`src/icst_pkg.sv`:
```
package icst_pkg;

  // timing of the system clock and the slow reference clock
  localparam int unsigned CLK_HZ          = 20_000_000;
  localparam int unsigned BASE_FREQ_HZ    = 307_200;
  localparam int unsigned BASE_PERIOD_CYC = CLK_HZ / BASE_FREQ_HZ; // nominal period at 512 units, rounds down

  // base clock timing capacitor, in units
  localparam logic [9:0] CAP_FIXED_UNITS = 10'h180;
  localparam logic [9:0] CAP_NOMINAL     = 10'h200;

  // register reset values
  localparam logic [6:0] MULT_RESET  = 7'h15;
  localparam logic [7:0] TRIM_RESET  = 8'h80;
  localparam logic [3:0] DIV_RESET   = 4'h0;
  localparam logic [7:0] STAGE_RESET = 8'h80;
  localparam logic [3:0] DIV_MAX     = 4'h9;

  // loop filter step sizes on the stage control
  localparam logic [7:0] STEP_COARSE = 8'h20;
  localparam logic [7:0] STEP_MEDIUM = 8'h04;
  localparam logic [7:0] STEP_MIN    = 8'h01;
  localparam logic [7:0] STAGE_HALF  = 8'h80;
  localparam logic [7:0] STAGE_FLOOR = 8'h01;
  localparam logic [7:0] STAGE_TOP   = 8'hFF;

  // one measurement spans four slow reference periods
  localparam logic [1:0] MEAS_LAST_PERIOD = 2'h3;
  // ring ticks are half periods: 4 base periods x 2 = 8 ticks per unit of multiply
  localparam int unsigned TARGET_SHIFT    = 3;
  // error bands: err*20 > target*3 is above 15 %, err*20 > target is above 5 %
  localparam logic [23:0] ERR_SCALE  = 24'h000014;
  localparam logic [23:0] BAND_15PCT = 24'h000003;
  localparam logic [23:0] BAND_5PCT  = 24'h000001;

  // bus clock is the ring clock divided by four: toggle every 4 half periods
  localparam logic [1:0] BUS_TOGGLE_LAST = 2'h3;

  // register byte addresses
  localparam logic [7:0] ADDR_CTRL   = 8'h00;
  localparam logic [7:0] ADDR_MULT   = 8'h04;
  localparam logic [7:0] ADDR_TRIM   = 8'h08;
  localparam logic [7:0] ADDR_DIV    = 8'h0C;
  localparam logic [7:0] ADDR_STAGE  = 8'h10;
  localparam logic [7:0] ADDR_STATUS = 8'h14;
  localparam logic [7:0] ADDR_MEAS   = 8'h18;

  typedef enum logic [1:0] {BAND_MIN, BAND_MEDIUM, BAND_COARSE} icst_band_t;
  typedef enum logic [1:0] {FLT_IDLE, FLT_MEASURE, FLT_CORRECT} icst_flt_state_t;

  typedef struct packed {
    logic       gen_on;
    logic [6:0] mult;
    logic [7:0] trim;
  } icst_cfg_t;

  typedef struct packed {
    logic [3:0] div;
    logic [7:0] stage;
  } icst_dco_t;

endpackage : icst_pkg

```
`src/icst_base_clk.sv`:
```
`timescale 1ns/1ps
// slow reference clock: period grows with the connected capacitor units
module icst_base_clk (
  input  wire logic       clk_sys,
  input  wire logic       resetn,
  input  wire logic       run,
  input  wire logic [7:0] trim,
  output logic            tick
);

  logic [16:0] acc;
  logic [16:0] next_acc;
  logic        next_tick;
  logic [16:0] thr;
  logic [16:0] sum;

  // threshold in nominal units: (384 + trim) * base period; 512 gives the nominal rate
  always_comb begin
    thr       = 17'((17'(icst_pkg::CAP_FIXED_UNITS) + 17'(trim))
                    * 17'(icst_pkg::BASE_PERIOD_CYC));
    sum       = acc + 17'(icst_pkg::CAP_NOMINAL);
    next_acc  = acc;
    next_tick = 1'b0;
    if (!run) begin
      next_acc = '0;
    end else if (sum >= thr) begin
      next_acc  = sum - thr;
      next_tick = 1'b1;
    end else begin
      next_acc = sum;
    end
  end

  always_ff @(posedge clk_sys or negedge resetn) begin
    if (!resetn) begin
      acc  <= '0;
      tick <= 1'b0;
    end else begin
      acc  <= next_acc;
      tick <= next_tick;
    end
  end

endmodule : icst_base_clk

```
`src/icst_ring_osc.sv`:
```
`timescale 1ns/1ps
// ring oscillator model: period proportional to stage << divider
module icst_ring_osc #(
  parameter logic [17:0] RING_UNIT = 18'h00020
) (
  input  wire logic                  clk_sys,
  input  wire logic                  resetn,
  input  wire logic                  run,
  input  wire icst_pkg::icst_dco_t   dco,
  output logic                       tick,
  output logic                       level
);

  logic [17:0] acc;
  logic [17:0] next_acc;
  logic        next_tick;
  logic        next_level;
  logic [3:0]  div_eff;
  logic [17:0] thr;
  logic [17:0] sum;

  // divider codes above nine act as nine; stage zero acts as one
  always_comb begin
    div_eff    = (dco.div > icst_pkg::DIV_MAX) ? icst_pkg::DIV_MAX : dco.div;
    thr        = 18'((dco.stage == '0) ? icst_pkg::STAGE_FLOOR : dco.stage) << div_eff;
    sum        = acc + RING_UNIT;
    next_acc   = acc;
    next_tick  = 1'b0;
    next_level = level;
    if (!run) begin
      next_acc   = '0;
      next_level = 1'b0;
    end else if (sum >= thr) begin
      next_acc   = sum - thr;
      next_tick  = 1'b1;
      next_level = ~level;
    end else begin
      next_acc = sum;
    end
  end

  always_ff @(posedge clk_sys or negedge resetn) begin
    if (!resetn) begin
      acc   <= '0;
      tick  <= 1'b0;
      level <= 1'b0;
    end else begin
      acc   <= next_acc;
      tick  <= next_tick;
      level <= next_level;
    end
  end

endmodule : icst_ring_osc

```
`src/icst_clock_gen.sv`:
```
`timescale 1ns/1ps
// Notes on behaviour
// - medium band steps about two percent, eight max
// - each correction spans four slow reference periods
// - stable flag sets within five percent error
// - minimum band steps a fraction percent, 24 max
// - divider and stage writable only while off
// - restart uses last written divider and stage
// - period follows two to divider times stage
// - capacitor is 384 fixed plus trim units
// - trim resets to 128, capacitor 512 units
// - each trim unit shifts rate 0.195 percent
// - bus clock is base times multiply over four
// - wait mode leaves the generator running
// - stop mode halts all clocks and holds them low
// - stop mode leaves register contents untouched
// - divider codes above nine act as nine
// - ring rate is multiply times slow reference
// - coarse steps above fifteen percent, eight double
// - writing multiply clears the stable flag
module icst_clock_gen #(
  parameter logic [17:0] RING_UNIT = 18'h00020
) (
  input  wire logic        clk_sys,
  input  wire logic        resetn,
  input  wire logic [7:0]  paddr,
  input  wire logic        psel,
  input  wire logic        penable,
  input  wire logic        pwrite,
  input  wire logic [31:0] pwdata,
  output logic [31:0]      prdata,
  output logic             pready,
  output logic             pslverr,
  input  wire logic        stop_mode,
  input  wire logic        wait_mode,
  output logic             ring_clock,
  output logic             selected_osc_output,
  output logic             bus_clock_output,
  output logic             clock_stable_flag
);

  icst_pkg::icst_cfg_t       cfg;
  icst_pkg::icst_cfg_t       next_cfg;
  icst_pkg::icst_dco_t       dco;
  icst_pkg::icst_dco_t       next_dco;
  logic                      stable;
  logic                      next_stable;
  icst_pkg::icst_flt_state_t state;
  icst_pkg::icst_flt_state_t next_state;
  logic [1:0]                win_cnt;
  logic [1:0]                next_win_cnt;
  logic [15:0]               ring_cnt;
  logic [15:0]               next_ring_cnt;
  logic [15:0]               meas;
  logic [15:0]               next_meas;
  icst_pkg::icst_band_t      band;
  icst_pkg::icst_band_t      next_band;
  logic [1:0]                bus_cnt;
  logic [1:0]                next_bus_cnt;
  logic                      bus_lvl;
  logic                      next_bus_lvl;
  logic [31:0]               rdata;
  logic [31:0]               next_rdata;

  logic                      run;
  logic                      base_tick;
  logic                      ring_tick;
  logic                      ring_lvl;
  logic                      wr_en;
  logic                      rd_setup;
  logic                      mapped;
  logic                      wr_mult;
  logic                      wr_trim;
  logic [15:0]               target;
  logic [15:0]               err;
  logic                      too_fast;
  logic [23:0]               err_scaled;
  icst_pkg::icst_band_t      meas_band;
  logic [7:0]                step;

  // stop halts both oscillators, the window count and dco corrections; wait mode has no effect on the generator
  assign run = cfg.gen_on & ~stop_mode;

  // a multiply or trim write restarts the base phase, so no window is ever partial
  icst_base_clk u_base (
    .clk_sys (clk_sys),
    .resetn  (resetn),
    .run     (run & ~(wr_mult | wr_trim)),
    .trim    (cfg.trim),
    .tick    (base_tick)
  );

  icst_ring_osc #(
    .RING_UNIT (RING_UNIT)
  ) u_ring (
    .clk_sys (clk_sys),
    .resetn  (resetn),
    .run     (run),
    .dco     (dco),
    .tick    (ring_tick),
    .level   (ring_lvl)
  );

  // apb decode: zero wait states, errors on unmapped addresses
  always_comb begin
    case (paddr)
      icst_pkg::ADDR_CTRL,
      icst_pkg::ADDR_MULT,
      icst_pkg::ADDR_TRIM,
      icst_pkg::ADDR_DIV,
      icst_pkg::ADDR_STAGE,
      icst_pkg::ADDR_STATUS,
      icst_pkg::ADDR_MEAS:  mapped = 1'b1;
      default:              mapped = 1'b0;
    endcase
  end

  assign wr_en    = psel & penable & pwrite & mapped;
  assign rd_setup = psel & ~penable & ~pwrite;
  assign wr_mult  = wr_en & (paddr == icst_pkg::ADDR_MULT);
  assign wr_trim  = wr_en & (paddr == icst_pkg::ADDR_TRIM);
  assign pready   = 1'b1;
  assign pslverr  = psel & penable & ~mapped;

  // error of the last measurement against multiply x ticks per base window
  always_comb begin
    target     = 16'(cfg.mult) << icst_pkg::TARGET_SHIFT;
    too_fast   = meas > target;
    err        = too_fast ? (meas - target) : (target - meas);
    err_scaled = 24'(err) * icst_pkg::ERR_SCALE;
    if (err_scaled > 24'(target) * icst_pkg::BAND_15PCT) begin
      meas_band = icst_pkg::BAND_COARSE;
      step      = icst_pkg::STEP_COARSE;
    end else if (err_scaled > 24'(target) * icst_pkg::BAND_5PCT) begin
      meas_band = icst_pkg::BAND_MEDIUM;
      step      = icst_pkg::STEP_MEDIUM;
    end else begin
      meas_band = icst_pkg::BAND_MIN;
      step      = icst_pkg::STEP_MIN;
    end
  end

  // stage step with carry into the divider; a borrow lowers div when the stage falls below half
  function automatic icst_pkg::icst_dco_t dco_step(
    input icst_pkg::icst_dco_t cur,
    input logic [7:0]          amount,
    input logic                longer
  );
    icst_pkg::icst_dco_t res;
    logic [8:0]          sum;
    logic [7:0]          diff;
    logic [3:0]          div_eff;
    res     = cur;
    sum     = {1'b0, cur.stage} + {1'b0, amount};
    diff    = cur.stage - amount;
    div_eff = (cur.div > icst_pkg::DIV_MAX) ? icst_pkg::DIV_MAX : cur.div;
    if (longer) begin
      if (!sum[8]) begin
        res.stage = sum[7:0];
      end else if (div_eff < icst_pkg::DIV_MAX) begin
        res.div   = div_eff + 4'h1;
        res.stage = sum[8:1];
      end else begin
        res.stage = icst_pkg::STAGE_TOP;
      end
    end else begin
      if (cur.stage <= amount) begin
        res.stage = icst_pkg::STAGE_FLOOR;
      end else if (diff < icst_pkg::STAGE_HALF && div_eff != 4'h0) begin
        res.div   = div_eff - 4'h1;
        res.stage = {diff[6:0], 1'b0};
      end else begin
        res.stage = diff;
      end
    end
    return res;
  endfunction : dco_step

  // loop filter sequencing: measure over four base periods, then correct once
  always_comb begin
    next_state    = state;
    next_win_cnt  = win_cnt;
    next_ring_cnt = ring_cnt;
    next_meas     = meas;
    next_band     = band;
    case (state)
      icst_pkg::FLT_IDLE: begin
        next_win_cnt  = '0;
        next_ring_cnt = '0;
        if (run) begin
          next_state = icst_pkg::FLT_MEASURE;
        end
      end
      icst_pkg::FLT_MEASURE: begin
        if (!cfg.gen_on) begin
          next_state = icst_pkg::FLT_IDLE;
        end else if (wr_mult || wr_trim) begin
          // discard a window that straddles an operating point change
          next_win_cnt  = '0;
          next_ring_cnt = '0;
        end else if (run) begin
          next_ring_cnt = ring_cnt + 16'(ring_tick);
          if (base_tick) begin
            if (win_cnt == icst_pkg::MEAS_LAST_PERIOD) begin
              next_meas  = ring_cnt + 16'(ring_tick);
              next_state = icst_pkg::FLT_CORRECT;
            end else begin
              next_win_cnt = win_cnt + 2'h1;
            end
          end
        end
      end
      icst_pkg::FLT_CORRECT: begin
        next_band     = meas_band;
        next_win_cnt  = '0;
        next_ring_cnt = '0;
        next_state    = cfg.gen_on ? icst_pkg::FLT_MEASURE : icst_pkg::FLT_IDLE;
      end
      default: begin
        next_state = icst_pkg::FLT_IDLE;
      end
    endcase
  end

  always_ff @(posedge clk_sys or negedge resetn) begin
    if (!resetn) begin
      state    <= icst_pkg::FLT_IDLE;
      win_cnt  <= '0;
      ring_cnt <= '0;
      meas     <= '0;
      band     <= icst_pkg::BAND_COARSE;
    end else begin
      state    <= next_state;
      win_cnt  <= next_win_cnt;
      ring_cnt <= next_ring_cnt;
      meas     <= next_meas;
      band     <= next_band;
    end
  end

  // software registers, dco owned by software while off and by the filter while on
  always_comb begin
    next_cfg    = cfg;
    next_dco    = dco;
    next_stable = stable;
    if (wr_en) begin
      case (paddr)
        icst_pkg::ADDR_CTRL:  next_cfg.gen_on = pwdata[0];
        icst_pkg::ADDR_MULT:  next_cfg.mult   = pwdata[6:0];
        icst_pkg::ADDR_TRIM:  next_cfg.trim   = pwdata[7:0];
        icst_pkg::ADDR_DIV: begin
          if (!cfg.gen_on) begin
            next_dco.div = pwdata[3:0];
          end
        end
        icst_pkg::ADDR_STAGE: begin
          if (!cfg.gen_on) begin
            next_dco.stage = pwdata[7:0];
          end
        end
        default: begin
          next_cfg = cfg;
        end
      endcase
    end
    // one correction per window, direction from the sign of the error
    // gated by run so that a correction due in a stop cycle is dropped, not applied later
    if (state == icst_pkg::FLT_CORRECT && run && err != '0) begin
      next_dco = dco_step(dco, step, too_fast);
    end
    if (state == icst_pkg::FLT_CORRECT && run && meas_band == icst_pkg::BAND_MIN) begin
      next_stable = 1'b1;
    end
    // forced clears take priority over a set in the same cycle
    if (wr_mult || !cfg.gen_on) begin
      next_stable = 1'b0;
    end
  end

  // register contents depend only on reset, never on stop
  always_ff @(posedge clk_sys or negedge resetn) begin
    if (!resetn) begin
      cfg.gen_on <= 1'b1;
      cfg.mult   <= icst_pkg::MULT_RESET;
      cfg.trim   <= icst_pkg::TRIM_RESET;
      dco.div    <= icst_pkg::DIV_RESET;
      dco.stage  <= icst_pkg::STAGE_RESET;
      stable     <= 1'b0;
    end else begin
      cfg    <= next_cfg;
      dco    <= next_dco;
      stable <= next_stable;
    end
  end

  // bus clock: ring clock divided by four, low whenever the ring is stopped
  always_comb begin
    next_bus_cnt = bus_cnt;
    next_bus_lvl = bus_lvl;
    if (!run) begin
      next_bus_cnt = '0;
      next_bus_lvl = 1'b0;
    end else if (ring_tick) begin
      next_bus_cnt = bus_cnt + 2'h1;
      if (bus_cnt == icst_pkg::BUS_TOGGLE_LAST) begin
        next_bus_lvl = ~bus_lvl;
      end
    end
  end

  // read data captured in the setup phase so it is a flop in the access phase
  always_comb begin
    next_rdata = rdata;
    if (rd_setup) begin
      case (paddr)
        icst_pkg::ADDR_CTRL:   next_rdata = {31'h0, cfg.gen_on};
        icst_pkg::ADDR_MULT:   next_rdata = {25'h0, cfg.mult};
        icst_pkg::ADDR_TRIM:   next_rdata = {24'h0, cfg.trim};
        icst_pkg::ADDR_DIV:    next_rdata = {28'h0, dco.div};
        icst_pkg::ADDR_STAGE:  next_rdata = {24'h0, dco.stage};
        icst_pkg::ADDR_STATUS: next_rdata = {27'h0, stop_mode, wait_mode, band, stable};
        icst_pkg::ADDR_MEAS:   next_rdata = {16'h0, meas};
        default:               next_rdata = 32'h0;
      endcase
    end
  end

  always_ff @(posedge clk_sys or negedge resetn) begin
    if (!resetn) begin
      bus_cnt <= '0;
      bus_lvl <= 1'b0;
      rdata   <= 32'h0;
    end else begin
      bus_cnt <= next_bus_cnt;
      bus_lvl <= next_bus_lvl;
      rdata   <= next_rdata;
    end
  end

  // no external source in this block, so the selected clock is the ring clock
  assign ring_clock          = ring_lvl;
  assign selected_osc_output = ring_lvl;
  assign bus_clock_output    = bus_lvl;
  assign clock_stable_flag   = stable;
  assign prdata              = rdata;

endmodule : icst_clock_gen

```
`config.mk`:
```
export PLATFORM = sky130hd
export DESIGN_NAME = icst_clock_gen
export DESIGN_NICKNAME = d
export VERILOG_FILES = /design/src/icst_pkg.sv /design/src/icst_base_clk.sv /design/src/icst_ring_osc.sv /design/src/icst_clock_gen.sv
export SDC_FILE = /design/constraint.sdc
export NUM_CORES = 1
export LEC_CHECK = 0
export ABC_AREA = 0
export BUFFER_PORTS_ARGS = -buffer_cell sky130_fd_sc_hd__buf_4
export CELL_PAD_IN_SITES_DETAIL_PLACEMENT = 0
export CELL_PAD_IN_SITES_GLOBAL_PLACEMENT = 2
export CORE_ASPECT_RATIO = 1.25
export CORE_MARGIN = 2
export CORE_UTILIZATION = 35
export CTS_BUF_LIST = sky130_fd_sc_hd__clkbuf_2 sky130_fd_sc_hd__clkbuf_4 sky130_fd_sc_hd__clkbuf_8
export DETAILED_ROUTE_END_ITERATION = 8
export MAX_ROUTING_LAYER = met4
export PLACE_DENSITY = 0.76
export SLEW_MARGIN = 25
export SYNTH_ARGS = -nofsm -noshare
export SYNTH_HDL_FRONTEND = slang
export SYNTH_SLANG_ARGS = --single-unit
```
`constraint.sdc`:
```
create_clock -name clk_sys -period 7.25 [get_ports clk_sys]
set_input_delay 0.725 -clock clk_sys [delete_from_list [all_inputs] [get_ports clk_sys]]
set_output_delay 0.725 -clock clk_sys [all_outputs]
set_load 0.02 [all_outputs]
```
==> metrics <==
Num CTS Buffers 17; Yosys cell types 86; H-tree level count 4; critical path class reg -> reg; leakage power 0.00694 µW; reg2reg path depth 38; Die ar. 34400 µm²; worst-path fanout max 9; final period utilization 0.961; WP data arrival 7.37 ns; Primary FF master, synth dfrtp_1; CTS tree done; share of layout cells above drive strength 1 0.230; clock-pin slew of the registers on the worst-case setup and hold paths 0.09 ns; final wirelength 35.3 mm; post-route DRC violation count 0; drt pass-1 iters 6; global-route wire length before repair 55.7 mm; Initial Utilization 0.354; GR Overflow Total 0; Area Growth Syn to Fin 23.7%; GRT Overall Usage 0.212; measured slew at the worst slew-check pin 1.03 ns; DP Worst Slack -0.249 ns; crit path launch cfg[10]; IO Pins 85; Clock Skews 0.0141 ns; Post-synth ARST share 1.00; 1st-iter DRT viols 795; max-cap viol count 0; Worst Path Required 7.65 ns; sequential share of the synthesized area 0.270; CTS max path bufs 2; cell area after synthesis 11500 µm²; port buffer count 43; initial antenna violation count 0; clock sinks 124; Synth Area per Inst 8.32 µm²; Area after DPL 13300 µm²; clk_lat worst skew 0.49 ns; Avg WL per Cell 17.7 µm; top achievable clock speed 143 MHz; synth warn 0; status finished clean; EDFF count, synth 0; core area 32600 µm²; hold-fix buffers at CTS 0; Final Cell Area 14300 µm²; Worst path top cell family by delay compound AO/OA/AOI/OAI gates; Via Count 10527; die height 207 µm; largest net degree at the start of global routing 73; slowest stage cell, crit path dfstp_2; Worst path max stage delay 0.54 ns; root buffer cell clkbuf_8; post-route minimum period 6.97 ns; Final #Nets 1739; n_diodes 0; CP Launch Type flop; ANT nets after route 0; R2R Setup Slk 0.28 ns; worst min path class in -> async; Final Hold Fails 0; Row Count 74; CP Depth 38; Slew HR 0.316; Worst setup EP type flop; worst r2r src cfg[10]; reg-to-reg endpoint dco[6]; Final GP Congestion 0.860; Post-Synthesis Cells 1385; vias in the first global route 10323; sum of buffers and inverters on the critical path 10; final setup margin 0.281 ns; final HPWL from detailed placement 27.2 mm; Max Slew Vio Count 0; chip width 166 µm; pwr/cell area 108 nW/µm²; Max VDD drop 0.0798 mV; Final Setup Violations 0; DR vias/cell 5.27; flops & latches, synth 124
-- per-layer routing --
layer / vias to the layer above / global-route usage / wire length, µm
met5: - / - / 0
li1: 5295 / - / -
met4: 0 / 0.0597 / 697
met1: 5024 / 0.269 / 16200
met3: 37 / 0.0360 / 1330
met2: 171 / 0.352 / 17000
-- cells in the mapped netlist, types with 25 or more instances --
master	number	area share
a21o_1	26	0.017
a21oi_1	76	0.033
and3_1	31	0.017
clkbuf_1	43	0.014
dfrtp_1	117	0.25
ha_1	120	0.13
inv_1	69	0.022
mux2i_1	62	0.054
nand2_1	131	0.043
nand3_1	46	0.020
nor2_1	135	0.044
nor2b_1	25	0.014
o21ai_0	97	0.042
xnor2_1	62	0.047
xor2_1	40	0.030
-- registers in the layout, summed over array words and instances, names as in the netlist --
register / cells
cfg: 16
dco: 12
u_ring.acc: 18
u_base.acc: 17
meas: 16
clock_stable_flag: 1
prdata: 16
u_ring.level: 1
state: 2
bus_cnt: 2
win_cnt: 2
u_base.tick: 1
ring_cnt: 16
band: 2
bus_clock_output: 1
u_ring.tick: 1
-- timing repair --
item,in CTS,in global routing
cloned,0,1
setup buffers,11,14
gates resized for setup,17,74
setup endpoints to repair,4,12
pin swaps,10,40
endpoints found under the hold margin,0,0
-- area by class of cell --
class / instances / area (µm²)
fillers: 3262 / 18300
multi-input cells: 1137 / 8320
flip-flops and latches: 124 / 3110
repair buffers: 214 / 1650
well taps: 418 / 523
inverters: 71 / 269
clock buffers: 19 / 255
clock inverters: 13 / 116
-- worst reg2reg max path: cells and delay by family (launching register included) --
family | cells | cell delay (ns)
AOI/OAI and AO/OA | 10 | 1.96
xor gates and xnor gates | 3 | 0.45
adders and majority gates | 6 | 1.72
buffers and inverters | 10 | 0.99
DFF | 1 | 0.54
muxes | 2 | 0.27
and+or+nand+nor | 7 | 0.93
-- worst max-delay path by stage --
stage,end,slack [ns]
5_1_grt,dco[11],-0.09
3_3_place_gp,dco[10],-0.11
4_1_cts,dco[11],0.02
2_1_floorplan,dco[11],0.01
3_5_place_dp,dco[11],-0.25
6_report,dco[6],0.28
-- per-stage QoR --
step                total power, µW   util  hold slack [ns]  TNS [ns]  std cells
global route                   1610  0.437            0.214    -0.181       1996
finish                         1530  0.437            0.197         0       1996
detailed placement              917  0.407            0.456    -0.925       1940
floorplan                       822      -            0.429         0       1401
CTS                            1550  0.422            0.179         0       1982
global placement                918  0.407            0.454    -0.438       1940
-- cell usage in the layout (no fill, tap or decap), drive strengths merged, types with 5 or more instances in the layout --
cell    count
a211oi     13
a21o       26
a21oi      77
a221oi      5
a222oi      8
a22oi      15
a31oi      16
and2        5
and3       31
buf       213
clkbuf     20
clkinv      7
conb       18
dfrtp     117
dfstp       7
fa          7
ha        120
inv        73
mux2i      62
nand2     133
nand2b     19
nand3      46
nand3b      7
nand4      12
nor2      136
nor2b      25
nor3       20
nor4       11
o211ai      7
o21a       12
o21ai      98
o21bai     11
o22ai       5
o31ai       8
or2        12
xnor2      62
xor2       40
-- cell families (layout without fill, tap and decap cells) --
family,count (synthesis),after routing,synth area share
mux,67,67,0.0597
buf+inv,140,317,0.0530
other cells,2,18,0.000652
simple gates,478,478,0.204
fa+ha+maj,127,127,0.142
flops,124,124,0.270
xor+xnor,102,102,0.0775
compound gates,345,345,0.193
-- power breakdown --
part	switching, µW	total, µW	leakage [µW]	internal [µW]
registers	8.80	707	0.00160	698
logic	122	214	0.00516	91.9
clock network	329	613	0.000186	284
total	460	1530	0.00694	1070
(Power assumes the default switching activity.)
